[src/design/relay_mode_pkg.sv]
// constants, types and field layout of the relay driver mode and reset controller
package relay_mode_pkg;

  // ********************
  // timing
  // ********************
  localparam int CLK_PERIOD_PS = 4000;
  localparam int WAKEUP_TIME_US = 200;
  localparam int WAKEUP_CYCLES = WAKEUP_TIME_US * 1000000 / CLK_PERIOD_PS;
  localparam int UV_DELAY_US = 1;
  localparam int UV_DELAY_CYCLES = UV_DELAY_US * 1000000 / CLK_PERIOD_PS;
  localparam int SYNC_STAGES = 2;

  // ********************
  // register port map
  // ********************
  localparam logic [3:0] ADDR_CMD = 4'h0;
  localparam logic [3:0] ADDR_CHAN = 4'h4;
  localparam logic [3:0] ADDR_STATUS = 4'h8;
  localparam logic [3:0] ADDR_DIAG = 4'hC;
  localparam int CMD_WAKE_BIT = 0;
  localparam int STANDBY_COMMAND_BIT_BIT = 1;
  localparam int CMD_RST_BIT = 2;

  // ********************
  // serial frame layout
  // ********************
  localparam int FRAME_BITS = 16;
  localparam int FRAME_WR_BIT = 15;
  localparam int FRAME_ADDR_HI = 14;
  localparam int FRAME_ADDR_LO = 12;
  localparam logic [2:0] FRAME_ADDR_CMD = 3'h0;
  localparam logic [2:0] FRAME_ADDR_CHAN = 3'h1;
  localparam logic [5:0] BIT_CNT_MAX = 6'h3F;

  // ********************
  // channels and reset values
  // ********************
  localparam int NUM_CH = 8;
  localparam int LIMP_CH_A = 4;
  localparam int LIMP_CH_B = 5;
  localparam logic [7:0] CHAN_RESET = 8'h00;
  localparam logic [7:0] DIAG_RESET = 8'h00;
  localparam logic TER_RESET = 1'b1;

  typedef enum logic [2:0] {
    MODE_SLEEP = 3'b001,
    MODE_ACTIVE = 3'b010,
    MODE_LIMP = 3'b100
  } mode_t;

  typedef struct packed {
    logic wake;
    logic standby;
    logic reset;
  } cmd_t;

endpackage

[src/design/relay_mode_ctrl.sv]
// mode sequencing, reset sources, serial shift register and channel gating of the relay driver
//
// Chosen here: the address map and the plain strobed port.
module relay_mode_ctrl
  import relay_mode_pkg::*;
#(
  parameter int WAKEUP_CYCLES_P = WAKEUP_CYCLES
) (
  input wire logic clk,
  input wire logic rst,
  input wire logic ce,
  input wire logic [3:0] regAddr,
  input wire logic [7:0] regWdata,
  input wire logic regWr,
  input wire logic regRd,
  output logic [7:0] regRdata,
  input wire logic batteryOkIn,
  input wire logic logicOkIn,
  input wire logic failSafePin,
  input wire logic [1:0] inPin,
  input wire logic spiCsN,
  input wire logic spiSclk,
  input wire logic spiSi,
  output logic spiSo,
  output logic spiSoOeN,
  input wire logic [7:0] diagFlags,
  output logic [7:0] channelOn,
  output logic diagEnable,
  output mode_t modeOut,
  output logic frameError
);

  localparam int CNT_W = $clog2(WAKEUP_CYCLES_P + 1);
  localparam logic [CNT_W-1:0] WAKE_LOAD = CNT_W'(WAKEUP_CYCLES_P);

  // ********************
  // helpers
  // ********************
  function automatic cmd_t cmdDecode(input logic [7:0] data);
    cmd_t c;
    c.wake = data[CMD_WAKE_BIT];
    c.standby = data[STANDBY_COMMAND_BIT_BIT];
    c.reset = data[CMD_RST_BIT];
    return c;
  endfunction

  function automatic logic riseOf(input logic now, input logic prev);
    return now & ~prev;
  endfunction

  // ********************
  // input synchronisers
  // ********************
  // packing: batteryOk, logicOk, failSafe, in[1:0], csN, sclk, si
  localparam logic [7:0] SYNC_RESET = 8'h04;
  logic [7:0] rawIn;
  logic [7:0] sync1Reg;
  logic [7:0] sync2Reg;
  logic [1:0] edgeReg;

  assign rawIn = {batteryOkIn, logicOkIn, failSafePin, inPin, spiCsN, spiSclk, spiSi};

  always_ff @(posedge clk) begin
    if (rst) begin
      sync1Reg <= SYNC_RESET;
      sync2Reg <= SYNC_RESET;
      edgeReg <= 2'b10;
    end else if (ce) begin
      sync1Reg <= rawIn;
      sync2Reg <= sync1Reg;
      edgeReg <= sync2Reg[2:1];
    end
  end

  wire batOk = sync2Reg[7];
  wire logOk = sync2Reg[6];
  wire failSafe = sync2Reg[5];
  wire [1:0] inSync = sync2Reg[4:3];
  wire csN = sync2Reg[2];
  wire sclk = sync2Reg[1];
  wire si = sync2Reg[0];
  wire csFall = riseOf(edgeReg[1], csN);
  wire csRise = riseOf(csN, edgeReg[1]);
  wire sclkRise = riseOf(sclk, edgeReg[0]);
  wire sclkFall = riseOf(edgeReg[0], sclk);

  // ********************
  // state
  // ********************
  mode_t modeReg;
  mode_t modeNext;
  logic [7:0] chanReg;
  logic [7:0] chanNext;
  logic [7:0] diagReg;
  logic [7:0] diagNext;
  logic terReg;
  logic [CNT_W-1:0] wakeCntReg;
  logic [CNT_W-1:0] wakeCntNext;
  logic [7:0] chanOnNext;
  logic [FRAME_BITS-1:0] shiftReg;
  logic [5:0] bitCntReg;
  logic soReg;
  logic soOeNReg;
  logic [7:0] rdataNext;

  // ********************
  // reset sources
  // ********************
  wire uvReset = ~batOk | ~logOk;
  wire waking = wakeCntReg != '0;
  wire inLimp = modeReg == MODE_LIMP;
  wire limpEntry = failSafe & ~inLimp;
  wire cmdAllowed = ~uvReset & ~failSafe;

  // ********************
  // serial frame decode
  // ********************
  wire frameDone = csRise & logOk & (bitCntReg >= 6'(FRAME_BITS));
  wire frameKept = frameDone & ~waking;
  wire spiWr = frameKept & shiftReg[FRAME_WR_BIT] & cmdAllowed;
  wire [2:0] frameAddr = shiftReg[FRAME_ADDR_HI:FRAME_ADDR_LO];
  wire spiCmdHit = spiWr & (frameAddr == FRAME_ADDR_CMD);
  wire spiChanHit = spiWr & (frameAddr == FRAME_ADDR_CHAN);
  wire [FRAME_BITS-1:0] statusFrame = {terReg, failSafe, modeReg, 3'h0, diagReg};

  // ********************
  // register port decode
  // ********************
  wire busWr = regWr & cmdAllowed;
  wire busCmdHit = busWr & (regAddr == ADDR_CMD);
  wire busChanHit = busWr & (regAddr == ADDR_CHAN);
  wire cmd_t busCmd = busCmdHit ? cmdDecode(regWdata) : '0;
  wire cmd_t spiCmd = spiCmdHit ? cmdDecode(shiftReg[7:0]) : '0;
  wire cmd_t cmd = busCmd | spiCmd;

  // ********************
  // mode sequencing
  // ********************
  always_comb begin
    modeNext = modeReg;
    if (uvReset) begin
      modeNext = MODE_SLEEP;
    end else if (failSafe) begin
      modeNext = MODE_LIMP;
    end else begin
      case (modeReg)
        MODE_SLEEP: begin
          if (cmd.wake && !cmd.reset) begin
            modeNext = MODE_ACTIVE;
          end
        end
        MODE_ACTIVE: begin
          if (cmd.standby || cmd.reset) begin
            modeNext = MODE_SLEEP;
          end
        end
        MODE_LIMP: begin
          modeNext = MODE_SLEEP;
        end
        default: begin
          modeNext = MODE_SLEEP;
        end
      endcase
    end
  end

  wire enterSleep = (modeNext == MODE_SLEEP) & (modeReg != MODE_SLEEP);
  wire anyReset = uvReset | cmd.reset | limpEntry;
  // banks held in reset without battery or with fail-safe high
  wire regClear = anyReset | failSafe | ~batOk | enterSleep;

  // ********************
  // register banks
  // ********************
  always_comb begin
    chanNext = chanReg;
    if (regClear) begin
      chanNext = CHAN_RESET;
    end else if (modeReg == MODE_ACTIVE) begin
      if (spiChanHit) begin
        chanNext = shiftReg[7:0];
      end else if (busChanHit) begin
        chanNext = regWdata;
      end
    end
  end

  always_comb begin
    diagNext = diagReg;
    if (regClear) begin
      diagNext = DIAG_RESET;
    end else if (diagEnable) begin
      diagNext = diagReg | diagFlags;
    end
  end

  always_comb begin
    wakeCntNext = wakeCntReg;
    if (modeNext != MODE_ACTIVE) begin
      wakeCntNext = '0;
    end else if (modeReg == MODE_SLEEP) begin
      wakeCntNext = WAKE_LOAD;
    end else if (waking) begin
      wakeCntNext = wakeCntReg - CNT_W'(1);
    end
  end

  // ********************
  // channel drive
  // ********************
  always_comb begin
    chanOnNext = '0;
    if (anyReset || !batOk) begin
      chanOnNext = '0;
    end else if (modeReg == MODE_ACTIVE) begin
      chanOnNext = chanReg;
    end else if (inLimp) begin
      chanOnNext[LIMP_CH_A] = inSync[0];
      chanOnNext[LIMP_CH_B] = inSync[1];
    end
  end

  wire diagEnNext = batOk & ~failSafe & ~uvReset;

  always_ff @(posedge clk) begin
    if (rst) begin
      modeReg <= MODE_SLEEP;
      chanReg <= CHAN_RESET;
      diagReg <= DIAG_RESET;
      terReg <= TER_RESET;
      wakeCntReg <= '0;
      channelOn <= '0;
      diagEnable <= 1'b0;
    end else if (ce) begin
      modeReg <= modeNext;
      chanReg <= chanNext;
      diagReg <= diagNext;
      // setting wins over the clear by a finished frame
      terReg <= anyReset | (terReg & ~frameKept);
      wakeCntReg <= wakeCntNext;
      channelOn <= chanOnNext;
      diagEnable <= diagEnNext;
    end
  end

  // ********************
  // serial shift register
  // ********************
  // runs on logic supply alone; battery state never gates it
  always_ff @(posedge clk) begin
    if (rst) begin
      shiftReg <= '0;
      bitCntReg <= '0;
      soReg <= 1'b0;
      soOeNReg <= 1'b1;
    end else if (ce) begin
      if (!logOk) begin
        bitCntReg <= '0;
        soOeNReg <= 1'b1;
      end else if (csFall) begin
        shiftReg <= statusFrame;
        bitCntReg <= '0;
        soReg <= statusFrame[FRAME_BITS-1];
        soOeNReg <= 1'b0;
      end else if (csRise) begin
        soOeNReg <= 1'b1;
      end else if (!csN && sclkRise) begin
        shiftReg <= {shiftReg[FRAME_BITS-2:0], si};
        if (bitCntReg != BIT_CNT_MAX) begin
          bitCntReg <= bitCntReg + 6'h01;
        end
      end else if (!csN && sclkFall) begin
        soReg <= shiftReg[FRAME_BITS-1];
      end
    end
  end

  // ********************
  // register port read
  // ********************
  wire [7:0] statusWord = {terReg, failSafe, diagEnable, waking, logOk, modeReg};

  always_comb begin
    rdataNext = 8'h00;
    if (regRd) begin
      case (regAddr)
        ADDR_CHAN: rdataNext = chanReg;
        ADDR_STATUS: rdataNext = statusWord;
        ADDR_DIAG: rdataNext = diagReg;
        default: rdataNext = 8'h00;
      endcase
    end
  end

  always_ff @(posedge clk) begin
    if (rst) begin
      regRdata <= 8'h00;
      modeOut <= MODE_SLEEP;
      frameError <= TER_RESET;
      spiSo <= 1'b0;
      spiSoOeN <= 1'b1;
    end else if (ce) begin
      regRdata <= rdataNext;
      modeOut <= modeReg;
      frameError <= terReg;
      spiSo <= soReg;
      spiSoOeN <= soOeNReg;
    end
  end

endmodule

[config.mk]
export PLATFORM = sky130hd
export DESIGN_NAME = relay_mode_ctrl
export DESIGN_NICKNAME = d
export VERILOG_FILES = /design/src/design/relay_mode_pkg.sv /design/src/design/relay_mode_ctrl.sv
export SDC_FILE = /design/constraint.sdc
export NUM_CORES = 1
export LEC_CHECK = 0
export BUFFER_PORTS_ARGS = -buffer_cell sky130_fd_sc_hd__clkbuf_2
export CAP_MARGIN = 20
export CORE_MARGIN = 2
export CORE_UTILIZATION = 35
export DETAILED_ROUTE_END_ITERATION = 12
export HOLD_SLACK_MARGIN = 0.02
export PLACE_DENSITY = 0.55
export SYNTH_ARGS = -nofsm -noshare
export SYNTH_HDL_FRONTEND = slang
export SYNTH_SLANG_ARGS = --single-unit
[constraint.sdc]
create_clock -name clk -period 3.5 [get_ports clk]
set_input_delay 0.525 -clock clk [delete_from_list [all_inputs] [get_ports clk]]
set_output_delay 0.525 -clock clk [all_outputs]
set_load 0.05 [all_outputs]
Yosys cells after proc, flatten, opt, wreduce, memory -nomap -nowiden:

Index checks and enable logic that the tools add are counted.

* add/subtract/negate cells: 2
* order comparisons: 1
* bitwise gates (word level): 40
* reduce and logical (&&, ||, !) cells: 24
* eq/ne operators: 17
* muxes and demuxes: 38

Operators with widths (count)
* $mux 16: 6
* $mux 8: 8
* $mux 6: 5
* $pmux 8 s3: 1
* $and 1x1->1: 20
* $mux 3: 6
* $reduce_bool 16->1: 1
* $sub 16x1->16 const B: 1
* $ne 3x1->1 const B: 4
* $not 1->1: 11
* $eq 3x1->1 const B: 3
* $eq 4x4->1 const B: 2
* $or 8x8->8: 1
* $reduce_and 4->1: 2
* $reduce_bool 2->1: 4
* $mux 1: 7
* $or 1x1->1: 7
* $add 6x1->6 const B: 1
* $ge 6x5->1 const B: 1
* $mux 2: 3
* $ne 6x6->1 const B: 1
* $pmux 3 s2: 1
* $reduce_and 2->1: 3
* $reduce_bool 3->1: 2
* other kinds (15): 21

* flip-flop bits (word level): 101
* input port bits: 33
* output and inout bits: 23

Logic depth before layout (Yosys ltp):

Gate-level depths: netlist (run 1).

* depth after elaboration: 21
* gate-level depth with buffers: 11

Worst setup path after synthesis (run 1):

OpenSTA, ideal clock, no wires.

* path type: register -> register
* start: reg wakeCntReg[0]
* end: reg wakeCntReg[7]
* cell stages (with the launch flop): 10
* path slack: 1.274 ns
* arrival time: 2.152 ns
* data required time: 3.426 ns
* period minus slack after synthesis: 2.226 ns
* library setup time: 0.074 ns
* cell sequence: dfxtp_1 -> inv_1 -> ha_1 -> nor3b_1 -> and4_1 -> buf_4 -> a41o_4 -> or2_4 -> or4_1 -> a31oi_1

* cells in the longest elaborated chain, start to end: 17
* elaborated cells between the ends (all ways): 23
* classes of those cells: add/sub: 1; eq/ne: 1; mux: 9; bitwise: 6; reduce/logical: 6

RTL lines
* start: declaration: RTL line relay_mode_ctrl.sv:97 `logic [CNT_W-1:0] wakeCntReg;`
* start signal: assignment: RTL line relay_mode_ctrl.sv:240 `wakeCntReg <= wakeCntNext;`
* $reduce_bool 16->1: RTL line relay_mode_ctrl.sv:110 `wire waking = wakeCntReg != '0;`
* $not 1->1: RTL line relay_mode_ctrl.sv:119 `wire frameKept = frameDone & ~waking;`
* $and 1x1->1: RTL line relay_mode_ctrl.sv:119
* $and 1x1->1 (2 in series): RTL line relay_mode_ctrl.sv:120 `wire spiWr = frameKept & shiftReg[FRAME_WR_BIT] & cmdAllowed;`
* $and 1x1->1: RTL line relay_mode_ctrl.sv:122 `wire spiCmdHit = spiWr & (frameAddr == FRAME_ADDR_CMD);`
* $mux 3: RTL line relay_mode_ctrl.sv:133 `wire cmd_t spiCmd = spiCmdHit ? cmdDecode(shiftReg[7:0]) : '0;`
* $or 3x3->3: RTL line relay_mode_ctrl.sv:134 `wire cmd_t cmd = busCmd | spiCmd;`
* $logic_not 1->1: RTL line relay_mode_ctrl.sv:148 `if (cmd.wake && !cmd.reset) begin`
* $logic_and 1x1->1: RTL line relay_mode_ctrl.sv:148
* $mux 3: RTL line relay_mode_ctrl.sv:148
* $pmux 3 s2: RTL line relay_mode_ctrl.sv:146 `case (modeReg)`
* $mux 3: RTL line relay_mode_ctrl.sv:143 `end else if (failSafe) begin`
* $mux 3: RTL line relay_mode_ctrl.sv:141 `if (uvReset) begin`
* $ne 3x2->1: RTL line relay_mode_ctrl.sv:199 `if (modeNext != MODE_ACTIVE) begin`
* $reduce_bool 3->1 (no line)
* $reduce_and 2->1 (no line)

Parallel ways exist; a longest one is shown, timed or not. The select of a mux whose other input is x is not followed.
A chain may end at the register's enable or synchronous reset.

Worst setup path in the final report (run 1):

* start: reg wakeCntReg[0]
* end: reg chanReg[4]

* cells in the longest elaborated chain, start to end: 19
* elaborated cells between the ends (all ways): 30
* classes of those cells: eq/ne: 1; mux: 9; bitwise: 13; reduce/logical: 7

RTL lines
* $reduce_bool 16->1 *: RTL line relay_mode_ctrl.sv:110
* $not 1->1 *: RTL line relay_mode_ctrl.sv:119
* $and 1x1->1 *: RTL line relay_mode_ctrl.sv:119
* $and 1x1->1 * (2 in series): RTL line relay_mode_ctrl.sv:120
* $and 1x1->1: RTL line relay_mode_ctrl.sv:122
* $mux 3: RTL line relay_mode_ctrl.sv:133
* $or 3x3->3: RTL line relay_mode_ctrl.sv:134
* $logic_not 1->1: RTL line relay_mode_ctrl.sv:148
* [2 not listed]
* $pmux 3 s2: RTL line relay_mode_ctrl.sv:146
* $mux 3: RTL line relay_mode_ctrl.sv:143
* $mux 3: RTL line relay_mode_ctrl.sv:141
* $eq 3x1->1: RTL line relay_mode_ctrl.sv:167 `wire enterSleep = (modeNext == MODE_SLEEP) & (modeReg != MODE_SLEEP);`
* $and 1x1->1: RTL line relay_mode_ctrl.sv:167
* $or 1x1->1: RTL line relay_mode_ctrl.sv:170 `wire regClear = anyReset | failSafe | ~batOk | enterSleep;`
* $reduce_bool 3->1 (no line) / $reduce_bool 2->1 (equally long branches)
* $reduce_and 3->1 (no line)
* end signal: assignment: RTL line relay_mode_ctrl.sv:236 `chanReg <= chanNext;`
* end: declaration: RTL line relay_mode_ctrl.sv:92 `logic [7:0] chanReg;`

Every way passes the cells marked *; elsewhere a longest branch is shown, timed or not. The select of a mux whose other input is x is not followed.

==> flow_summary.yaml, run 1 <==
worst_setup_path:
  cp_slowest_cell: "a21oi_4"
  criticalPathCategory: "reg2reg"
  critPathCaptureType: "register"
  reg2regPathDepth: 8
  cp-start-kind: "register"
  cp_slowest_stage_delay_ns: 0.52
  crit_chain: "inv_1 > ha_1 > nor3b_1 > and4_1 > nand3_1 > a21oi_4 > nor2_1 > a211oi_1"
  crit_arrival_ns: 2.97
  path_max_fanout: 16
  worstPathRequired_ns: 3.76
run:
  maxCapViolations: 0
sta:
  skew_ns: 0.008624
  max_freq_mhz: 370.1
  final-max-slew-violation-count: 0
  period_minus_slack_ns: 2.702
  finalHoldViolations: 0
  tightest_slew_ns: 0.9501
  post-route-period-util_pct: 77.20
  hold_ws_ns: 0.3927
  setup_viol: 0
  final.setup.worst_slack_ns: 0.7981
  rsz0062_at_grt: "no"
  slew_headroom_pct: 36.53
  tns_ns: 0
synth:
  yosys.area.top_type: "dfxtp_1"
  synth_flop_cell: "dfxtp_1"
  synthCells: 544
  ys_ff_latch: 101
  syn_nets: 580
  ys_top_cells_by_area: "dfxtp_1 42%, mux2i_1 6.9%, nor2_1 6.0%"
  yosysWarnings: 0
  yosysMostFrequentCell: "dfxtp_1"
  synth_area_mm2: 0.004788
  synth_edf_count: 0
  synthTopCellsByCount: "101 x dfxtp_1, 76 x nor2_1, 63 x nand2_1"
  synth_top_cell_area_share_pct: 42.23
  ys_types: 66
  ys_seq_area_share_pct: 42.23
  syn_area_per_cell_um2: 8.802
  synth-async-reset-ratio_pct: 0
power_and_ir_drop:
  p_comb_share_pct: 7.6
  seq_power_share_pct: 51.1
  swShare_pct: 25.61
  p_int_mw: 1.717
  p_leak_nw: 2.037
  powerDensity_mw_per_mm2: 421.6
  max-vdd-ir-drop_mv: 0.2781
  switchingPower_uw: 591.0
  power_frac_clock_pct: 41.3
die:
  die_h_um: 121.0
  fp.dieW_um: 121.0
  pin_count: 56
  initial_core_util_pct: 36.02
  coreArea_mm2: 0.01330
  die_area_mm2: 0.01463
  fp-row-count: 42
route:
  post_drt_wl_per_cell_um: 16.41
  initialDrtViolationCount: 253
  vias: 4109
  vias_per_cell: 5.364
  first_pass_iters: 5
  wirelength_mm: 12.57
  detail-route-antenna-nets: 0
  drc: 0
global_routing:
  overflow: 0
  grt_pass1_wl_mm: 20.47
  first_global_vias: 3835
  grtUsageTotal_pct: 17.85
  antenna_found_initial: 0
  grt_max_degree: 76
clock_tree:
  cts.sinks: 101
  ctsHoldBuffers: 0
  clkSlewWorstSetupHoldPaths_ns: 0.07
  htreeDepth: 3
  clkLatencyLatePin_ns: 0.35
  cts_setup_buffers: 0
  cts-resized-gates: 0
  cts_buffers: 9
  cts_tree: "built"
  cts_max_path_buffers: 2
  clockRootBuffer: "clkbuf_16"
worst_hold_path:
  hold_path_class: "in2reg"
  min_path_cells: 3
cells_and_area:
  n_antenna_cell: 0
  stdcell_count: 766
  drive_gt1_share_pct: 19.66
  final_nets: 621
  multi_input_area_mm2: 0.002561
  ff_latch_area_mm2: 0.002022
  fillers: 1335
  synthToLayoutAreaGrowth_pct: 14.35
outcome:
  status: "complete, no violations"
placed_design:
  preCtsSetupSlack_ns: 0.7897
  gp_congestion: 0.8359
  dp.cells: 749
  dp_hpwl_mm: 9.123
  port_buffers: 55
[cell families after synthesis]
family / count (synthesis) / share of synthesized area [%]
adder cells (fa/ha/maj): 3 / 0.7840
AND/OR/NAND/NOR: 223 / 23.15
AO/OA/AOI/OAI: 125 / 20.04
flip-flops: 101 / 42.23
multiplexers: 41 / 8.780
XOR/XNOR: 4 / 0.7316
buffers and inverters: 47 / 4.285
[path summary, 6_finish.rpt]
path                            slack [ns]           end     startpoint
worst min-delay path                  0.39   sync1Reg[2]         spiCsN
worst min register to register        0.47  shiftReg[10]    shiftReg[9]
worst max register to register        0.80    chanReg[4]  wakeCntReg[0]
worst max-delay path                  0.80    chanReg[4]  wakeCntReg[0]
[worst max-delay path: cells and delay by family (launching register included)]
family | cells | cell delay (ns)
buffers and inverters | 1 | 0.10
adder cells (fa/ha/maj) | 1 | 0.14
AO/OA/AOI/OAI | 2 | 0.75
AND/OR/NAND/NOR | 4 | 1.27
flip-flops | 1 | 0.33
[cell usage in the layout (no fill, tap or decap), types with 3 or more instances in the layout]
cell	Yosys	final
o32ai_1	4	4
nor2_2	9	9
a211oi_1	11	11
or3_1	4	4
inv_1	13	13
xor2_1	4	4
mux2_2	8	8
nor3b_1	4	4
clkbuf_2	0	56
clkbuf_16	0	9
nor2_1	76	76
nor2b_1	6	6
nand2_1	63	63
a311oi_1	13	13
dfxtp_1	101	101
a21oi_1	31	31
o21ai_0	9	9
a22o_1	8	8
mux2i_1	33	33
a22oi_1	16	16
buf_4	3	8
nor3_1	7	7
a31oi_1	9	9
ha_1	3	3
and2_1	5	5
nor4_1	6	6
nand4_1	9	9
nand3_1	12	12
[area by class of cell]
cell class                 count  share of cell area [%]
inverter                      13                  0.8912
timing repair buffer          64                   6.216
multi-input combinational    396                   46.78
tap                          176                   4.022
clock inverter                 7                   1.051
sequential                   101                   36.93
clock buffer                   9                   4.113
[power groups by stage]
stage	clock (mW)	combinational [mW]	sequential [mW]
floorplan	0	0.124	1.20
global placement	0	0.173	1.21
detailed placement	0	0.175	1.21
CTS	0.991	0.176	1.18
global route	1.03	0.192	1.18
finish	0.953	0.175	1.18
[metal layers]
metal | share of wire [%] | GRT usage [%] | wire (um)
met4 | 0.96 | 4.142 | 121
met3 | 5.2 | 4.229 | 653
met2 | 45 | 27.63 | 5703
met5 | 0 | 0 | 0
met1 | 48 | 25.09 | 6091
[stage by stage]
stage	total power [mW]	cell area (um^2)	utilization, %
2_1_floorplan	1.324	4788	-
3_3_place_gp	1.379	5187	39.02
3_5_place_dp	1.383	5187	39.02
4_1_cts	2.347	5470	41.14
5_1_grt	2.405	5475	41.18
6_report	2.308	5475	41.18
[sequential cells by signal, indices dropped and copies added (netlist names), 6 cells and up]
| signal | cells |
|---|---|
| channelOn | 8 |
| sync1Reg | 8 |
| bitCntReg | 6 |
| sync2Reg | 8 |
| wakeCntReg | 16 |
| chanReg | 8 |
| regRdata | 8 |
| diagReg | 8 |
| shiftReg | 16 |
Power figures use the tool's default switching activity.
==> run 2: changes to the inputs <==
clock period = 2.6 ns   (was 3.5 ns; I/O delays follow)
==> run 2 against run 1 <==
Sequential share of layout area is 0.76 points lower. Cell count rose by 1.4%. Maximum frequency grew 9.9%. Global-route usage increased by 0.41 points. Worst hold slack worse by 0.14 ns. Via count is 1.9% higher. Core utilization is 0.87 points higher. Clock power grew 43%. Critical path type unchanged. Critical endpoint is now wakeCntReg[7]. Largest power group unchanged. Highest routed layer unchanged.
==> flow_summary.yaml, run 2 (same netlist as run 1, synthesis figures left out) <==
outcome:
  status: "complete, no violations"
cells_and_area:
  reg_top3: "shiftReg (16), wakeCntReg (16)"
  stdcell_area_mm2: 0.005590
  n_antenna_cell: 0
  drive_gt1_share_pct: 21.30
  final_nets: 632
  layout_commonest_cell: "dfxtp_1"
  stdcell_count: 777
  synthToLayoutAreaGrowth_pct: 16.75
  fillers: 1328
  final_cell_mix: "101 x dfxtp_1, 76 x nor2_1, 63 x nand2_1"
power_and_ir_drop:
  p_total_mw: 3.196
  max-vdd-ir-drop_mv: 0.4374
  powerDensity_mw_per_mm2: 571.8
  p_leak_nw: 2.113
placed_design:
  dp.cells: 760
  dp_hpwl_mm: 9.286
  port_buffers: 55
  gp_congestion: 0.8764
  preCtsSetupSlack_ns: 0.1769
  dpl_cell_area_mm2: 0.005283
clock_tree:
  clockRootBuffer: "clkbuf_16"
  ctsHoldBuffers: 0
  clkSlewWorstSetupHoldPaths_ns: 0.07
  cts_tree: "built"
  cts.sinks: 101
  htreeDepth: 3
  clkLatencyLatePin_ns: 0.35
  cts_max_path_buffers: 2
  cts_buffers: 9
run:
  maxCapViolations: 0
global_routing:
  overflow: 0
  grtUsageTotal_pct: 18.26
  first_global_vias: 4035
  antenna_found_initial: 0
  grt_pass1_wl_mm: 21.03
  grt_max_degree: 76
sta:
  final-max-slew-violation-count: 0
  max_freq_mhz: 406.8
  skew_ns: 0.008622
  final.setup.worst_slack_ns: 0.1417
  post-route-period-util_pct: 94.55
  slew_headroom_pct: 49.09
  rsz0062_at_grt: "no"
  tightest_slew_ns: 0.7617
  period_minus_slack_ns: 2.458
  finalHoldViolations: 0
  tns_ns: 0
  setup_viol: 0
route:
  wirelength_mm: 12.69
  vias: 4186
  initialDrtViolationCount: 278
  vias_per_cell: 5.387
  detail-route-antenna-nets: 0
  first_pass_iters: 6
  drc: 0
  post_drt_wl_per_cell_um: 16.33
worst_setup_path:
  r2r_slack_ns: 0.14
  crit_arrival_ns: 2.73
  crit_chain: "and3b_1 > o2111a_1 > a41o_4 > or2_4 > or4_1 > a31oi_1"
  cp.depth: 6
  cp_slowest_cell: "dfxtp_1"
  critPathCaptureType: "register"
  reg2regPathDepth: 6
  cp_top_family: "simple AND/OR/NAND/NOR gates"
  path_max_fanout: 12
  worstPathRequired_ns: 2.88
  cp_slowest_stage_delay_ns: 0.58
  critPathBufInv: 0
  cp-start-kind: "register"
  criticalPathCategory: "reg2reg"
die:
  coreArea_mm2: 0.01330
  pin_count: 56
  die_h_um: 121.0
  fp-row-count: 42
  fp.dieW_um: 121.0
  die_area_mm2: 0.01463
  initial_core_util_pct: 36.02
worst_hold_path:
  min_path_cells: 3
  hold_path_class: "in2reg"
-- run 2: cell count changes in the layout (fill, tap and decap cells not counted), sizes merged --
| cell | before | now |
|---|---|---|
| inv | 16 | 15 |
| bufinv | 0 | 1 |
| buf | 8 | 20 |
| clkinv | 2 | 4 |
| clkinvlp | 2 | 0 |
| clkbuf | 65 | 64 |
-- run 2: timing repair --
item	CTS	global route
setup buffers	0	1
hold endpoints to repair	0	0
setup endpoints to repair	0	5
gates resized for setup	0	1
-- run 2: area by class of cell --
| type | count | area (um^2) | share of cell area (%) |
|---|---|---|---|
| multi-input combinational | 396 | 2562 | 45.84 |
| timing repair buffer | 75 | 437.9 | 7.833 |
| inverter | 13 | 48.80 | 0.8729 |
| clock inverter | 7 | 73.82 | 1.321 |
| tap | 176 | 220.2 | 3.939 |
| clock buffer | 9 | 225.2 | 4.029 |
| sequential | 101 | 2022 | 36.17 |
-- run 2: metrics by stage --
stage / util (%) / hold WS (ns)
after detailed placement: 39.73 / 0.4656
after global placement: 39.73 / 0.4564
after CTS: 41.98 / 0.2450
after floorplan: - / 0.4420
final: 42.05 / 0.2569
after global routing: 42.05 / 0.2613
-- run 2: final timing paths --
| kind | startpoint | to |
|---|---|---|
| worst max-delay path | sync2Reg[5] | wakeCntReg[7] |
| worst min register to register | shiftReg[8] | shiftReg[9] |
| worst min-delay path | spiCsN | sync1Reg[2] |
| worst max register to register | sync2Reg[5] | wakeCntReg[7] |
-- run 2: worst register-to-register path: stages, from the launching register on --
cell and delay, ns:
dfxtp_1 0.58, and3b_1 0.31, o2111a_1 0.24, a41o_4 0.38, or2_4 0.29, or4_1 0.46, a31oi_1 0.13
-- run 2: where the power goes --
| part | total, mW | internal [mW] | switching, mW |
|---|---|---|---|
| registers | 1.59 | 1.57 | 0.0201 |
| clock network | 1.36 | 0.753 | 0.609 |
| logic | 0.249 | 0.0929 | 0.156 |
| total | 3.20 | 2.41 | 0.785 |
-- run 2: layer usage --
metal | share of wire (%) | up-vias | track usage [%]
li1 | - | 2079 | -
met3 | 5.7 | 16 | 5.451
met1 | 48 | 1973 | 24.78
met4 | 1.8 | 0 | 5.305
met5 | 0 | - | 0
met2 | 45 | 118 | 27.98
==> run 3: changes to the inputs <==
CELL_PAD_IN_SITES_DETAIL_PLACEMENT = 0   (was unset)
CELL_PAD_IN_SITES_GLOBAL_PLACEMENT = 1   (was unset)
PLACE_DENSITY = 0.68   (was 0.55)
==> run 3 against run 2 <==
Count of clock-buffer cells in the layout up 3. Non-clock buffer count increased by 2. Die area stayed put. Clock power increased by 4%. Maximum frequency is 2.4% higher. Sequential share of layout area fell by 0.15 points. Largest power group unchanged.
==> flow_summary.yaml, run 3 (same netlist as run 1, synthesis figures left out) <==
sta:
  finalHoldViolations: 0
  rsz0062_at_grt: "no"
  slew_headroom_pct: 46.61
  final-max-slew-violation-count: 0
  setup_viol: 0
  tns_ns: 0
  period_minus_slack_ns: 2.400
  tightest_slew_ns: 0.8009
  final.setup.worst_slack_ns: 0.1997
  max_freq_mhz: 416.6
  post-route-period-util_pct: 92.32
  skew_ns: 0.004543
  hold_ws_ns: 0.2541
placed_design:
  dpl_cell_area_mm2: 0.005285
  gp_congestion: 0.8654
  dp.cells: 762
  dp_hpwl_mm: 9.323
  port_buffers: 55
  preCtsSetupSlack_ns: 0.1658
route:
  detail-route-antenna-nets: 0
  post_drt_wl_per_cell_um: 16.72
  vias_per_cell: 5.361
  wirelength_mm: 13.02
  initialDrtViolationCount: 291
  first_pass_iters: 5
  vias: 4176
  drc: 0
power_and_ir_drop:
  p_int_mw: 2.490
  p_comb_share_pct: 7.9
  swShare_pct: 23.53
  max-vdd-ir-drop_mv: 0.2886
  p_leak_nw: 2.126
  switchingPower_uw: 766.2
  p_total_mw: 3.257
  seq_power_share_pct: 48.7
  power_frac_clock_pct: 43.5
  powerDensity_mw_per_mm2: 580.2
die:
  initial_core_util_pct: 36.02
  pin_count: 56
  coreArea_mm2: 0.01330
  fp.dieW_um: 121.0
  die_area_mm2: 0.01463
  fp-row-count: 42
  die_h_um: 121.0
clock_tree:
  cts_max_path_buffers: 2
  cts_tree: "built"
  cts_buffers: 9
  clockRootBuffer: "clkbuf_16"
  clkLatencyLatePin_ns: 0.35
  clkSlewWorstSetupHoldPaths_ns: 0.07
  htreeDepth: 3
  cts.sinks: 101
  ctsHoldBuffers: 0
global_routing:
  first_global_vias: 3913
  grtUsageTotal_pct: 18.44
  overflow: 0
  grt_pass1_wl_mm: 21.19
  antenna_found_initial: 0
  grt_max_degree: 76
cells_and_area:
  stdcell_count: 779
  ff_latch_area_mm2: 0.002022
  final_nets: 634
  n_antenna_cell: 0
  multi_input_area_mm2: 0.002562
  fillers: 1340
  reg_top3: "shiftReg (16), wakeCntReg (16)"
  synthToLayoutAreaGrowth_pct: 17.22
  stdcell_area_mm2: 0.005613
  layout_commonest_cell: "dfxtp_1"
  final_util_pct: 42.22
  final_cell_mix: "101 x dfxtp_1, 76 x nor2_1, 63 x nand2_1"
  drive_gt1_share_pct: 21.56
worst_hold_path:
  hold_path_class: "in2reg"
worst_setup_path:
  critPathBufInv: 0
  cp_slowest_cell: "dfxtp_1"
  crit_arrival_ns: 2.67
  criticalPathCategory: "reg2reg"
  crit_chain: "and3b_1 > o2111a_1 > a41o_4 > or2_4 > or4_1 > a31oi_1"
  path_max_fanout: 12
  worstPathRequired_ns: 2.87
  cp_slowest_stage_delay_ns: 0.56
  cp-start-kind: "register"
  cp_top_family: "simple AND/OR/NAND/NOR gates"
  critPathCaptureType: "register"
outcome:
  status: "complete, no violations"
run:
  maxCapViolations: 0
run 3: cell count changes in the layout (fill, tap and decap cells not counted), sizes merged:
cell and change:
clkbuf +3, clkinv -2, inv -1, buf +2
run 3: final timing paths:
check | start | endpoint | slack (ns) | cells past startpoint
hold reg to reg | shiftReg[8] | shiftReg[9] | 0.47 | 2
setup reg to reg | sync2Reg[5] | wakeCntReg[7] | 0.20 | 6
setup / recovery | sync2Reg[5] | wakeCntReg[7] | 0.20 | 6
hold / removal | spiCsN | sync1Reg[2] | 0.25 | 3
run 3: power groups by stage:
stage                     registers (mW)  logic [mW]  clock network (mW)
after floorplan                     1.62       0.167                   0
after global placement              1.62       0.253                   0
after detailed placement            1.62       0.255                   0
after CTS                           1.59       0.256                1.45
after global routing                1.59       0.283                1.52
final                               1.59       0.256                1.42
run 3: metal layers:
metal  track usage [%]  vias to the layer above  share of wire, %
met5                 0                        -                 0
met4             5.741                        0               1.4
li1                  -                     2078                 -
met2             27.32                       83                44
met3             3.994                       14               4.2
met1             26.60                     2001                50
run 3: worst register-to-register path, stage by stage, from the launching register on:
cell and delay [ns]:
dfxtp_1 0.56, and3b_1 0.28, o2111a_1 0.23, a41o_4 0.38, or2_4 0.29, or4_1 0.47
a31oi_1 0.13
run 3: area by class of cell:
type | count | area share [%]
clock buffer | 12 | 4.748
clock inverter | 4 | 0.9362
tap | 176 | 3.923
inverter | 13 | 0.8694
multi-input combinational | 396 | 45.65
sequential | 101 | 36.02
timing repair buffer | 77 | 7.847
run 3: timing repair:
| action | CTS | global route |
|---|---|---|
| resized for setup | 0 | 1 |
| endpoints found under the hold margin | 0 | 0 |
| setup buffers | 0 | 1 |
| setup endpoints to repair | 0 | 1 |
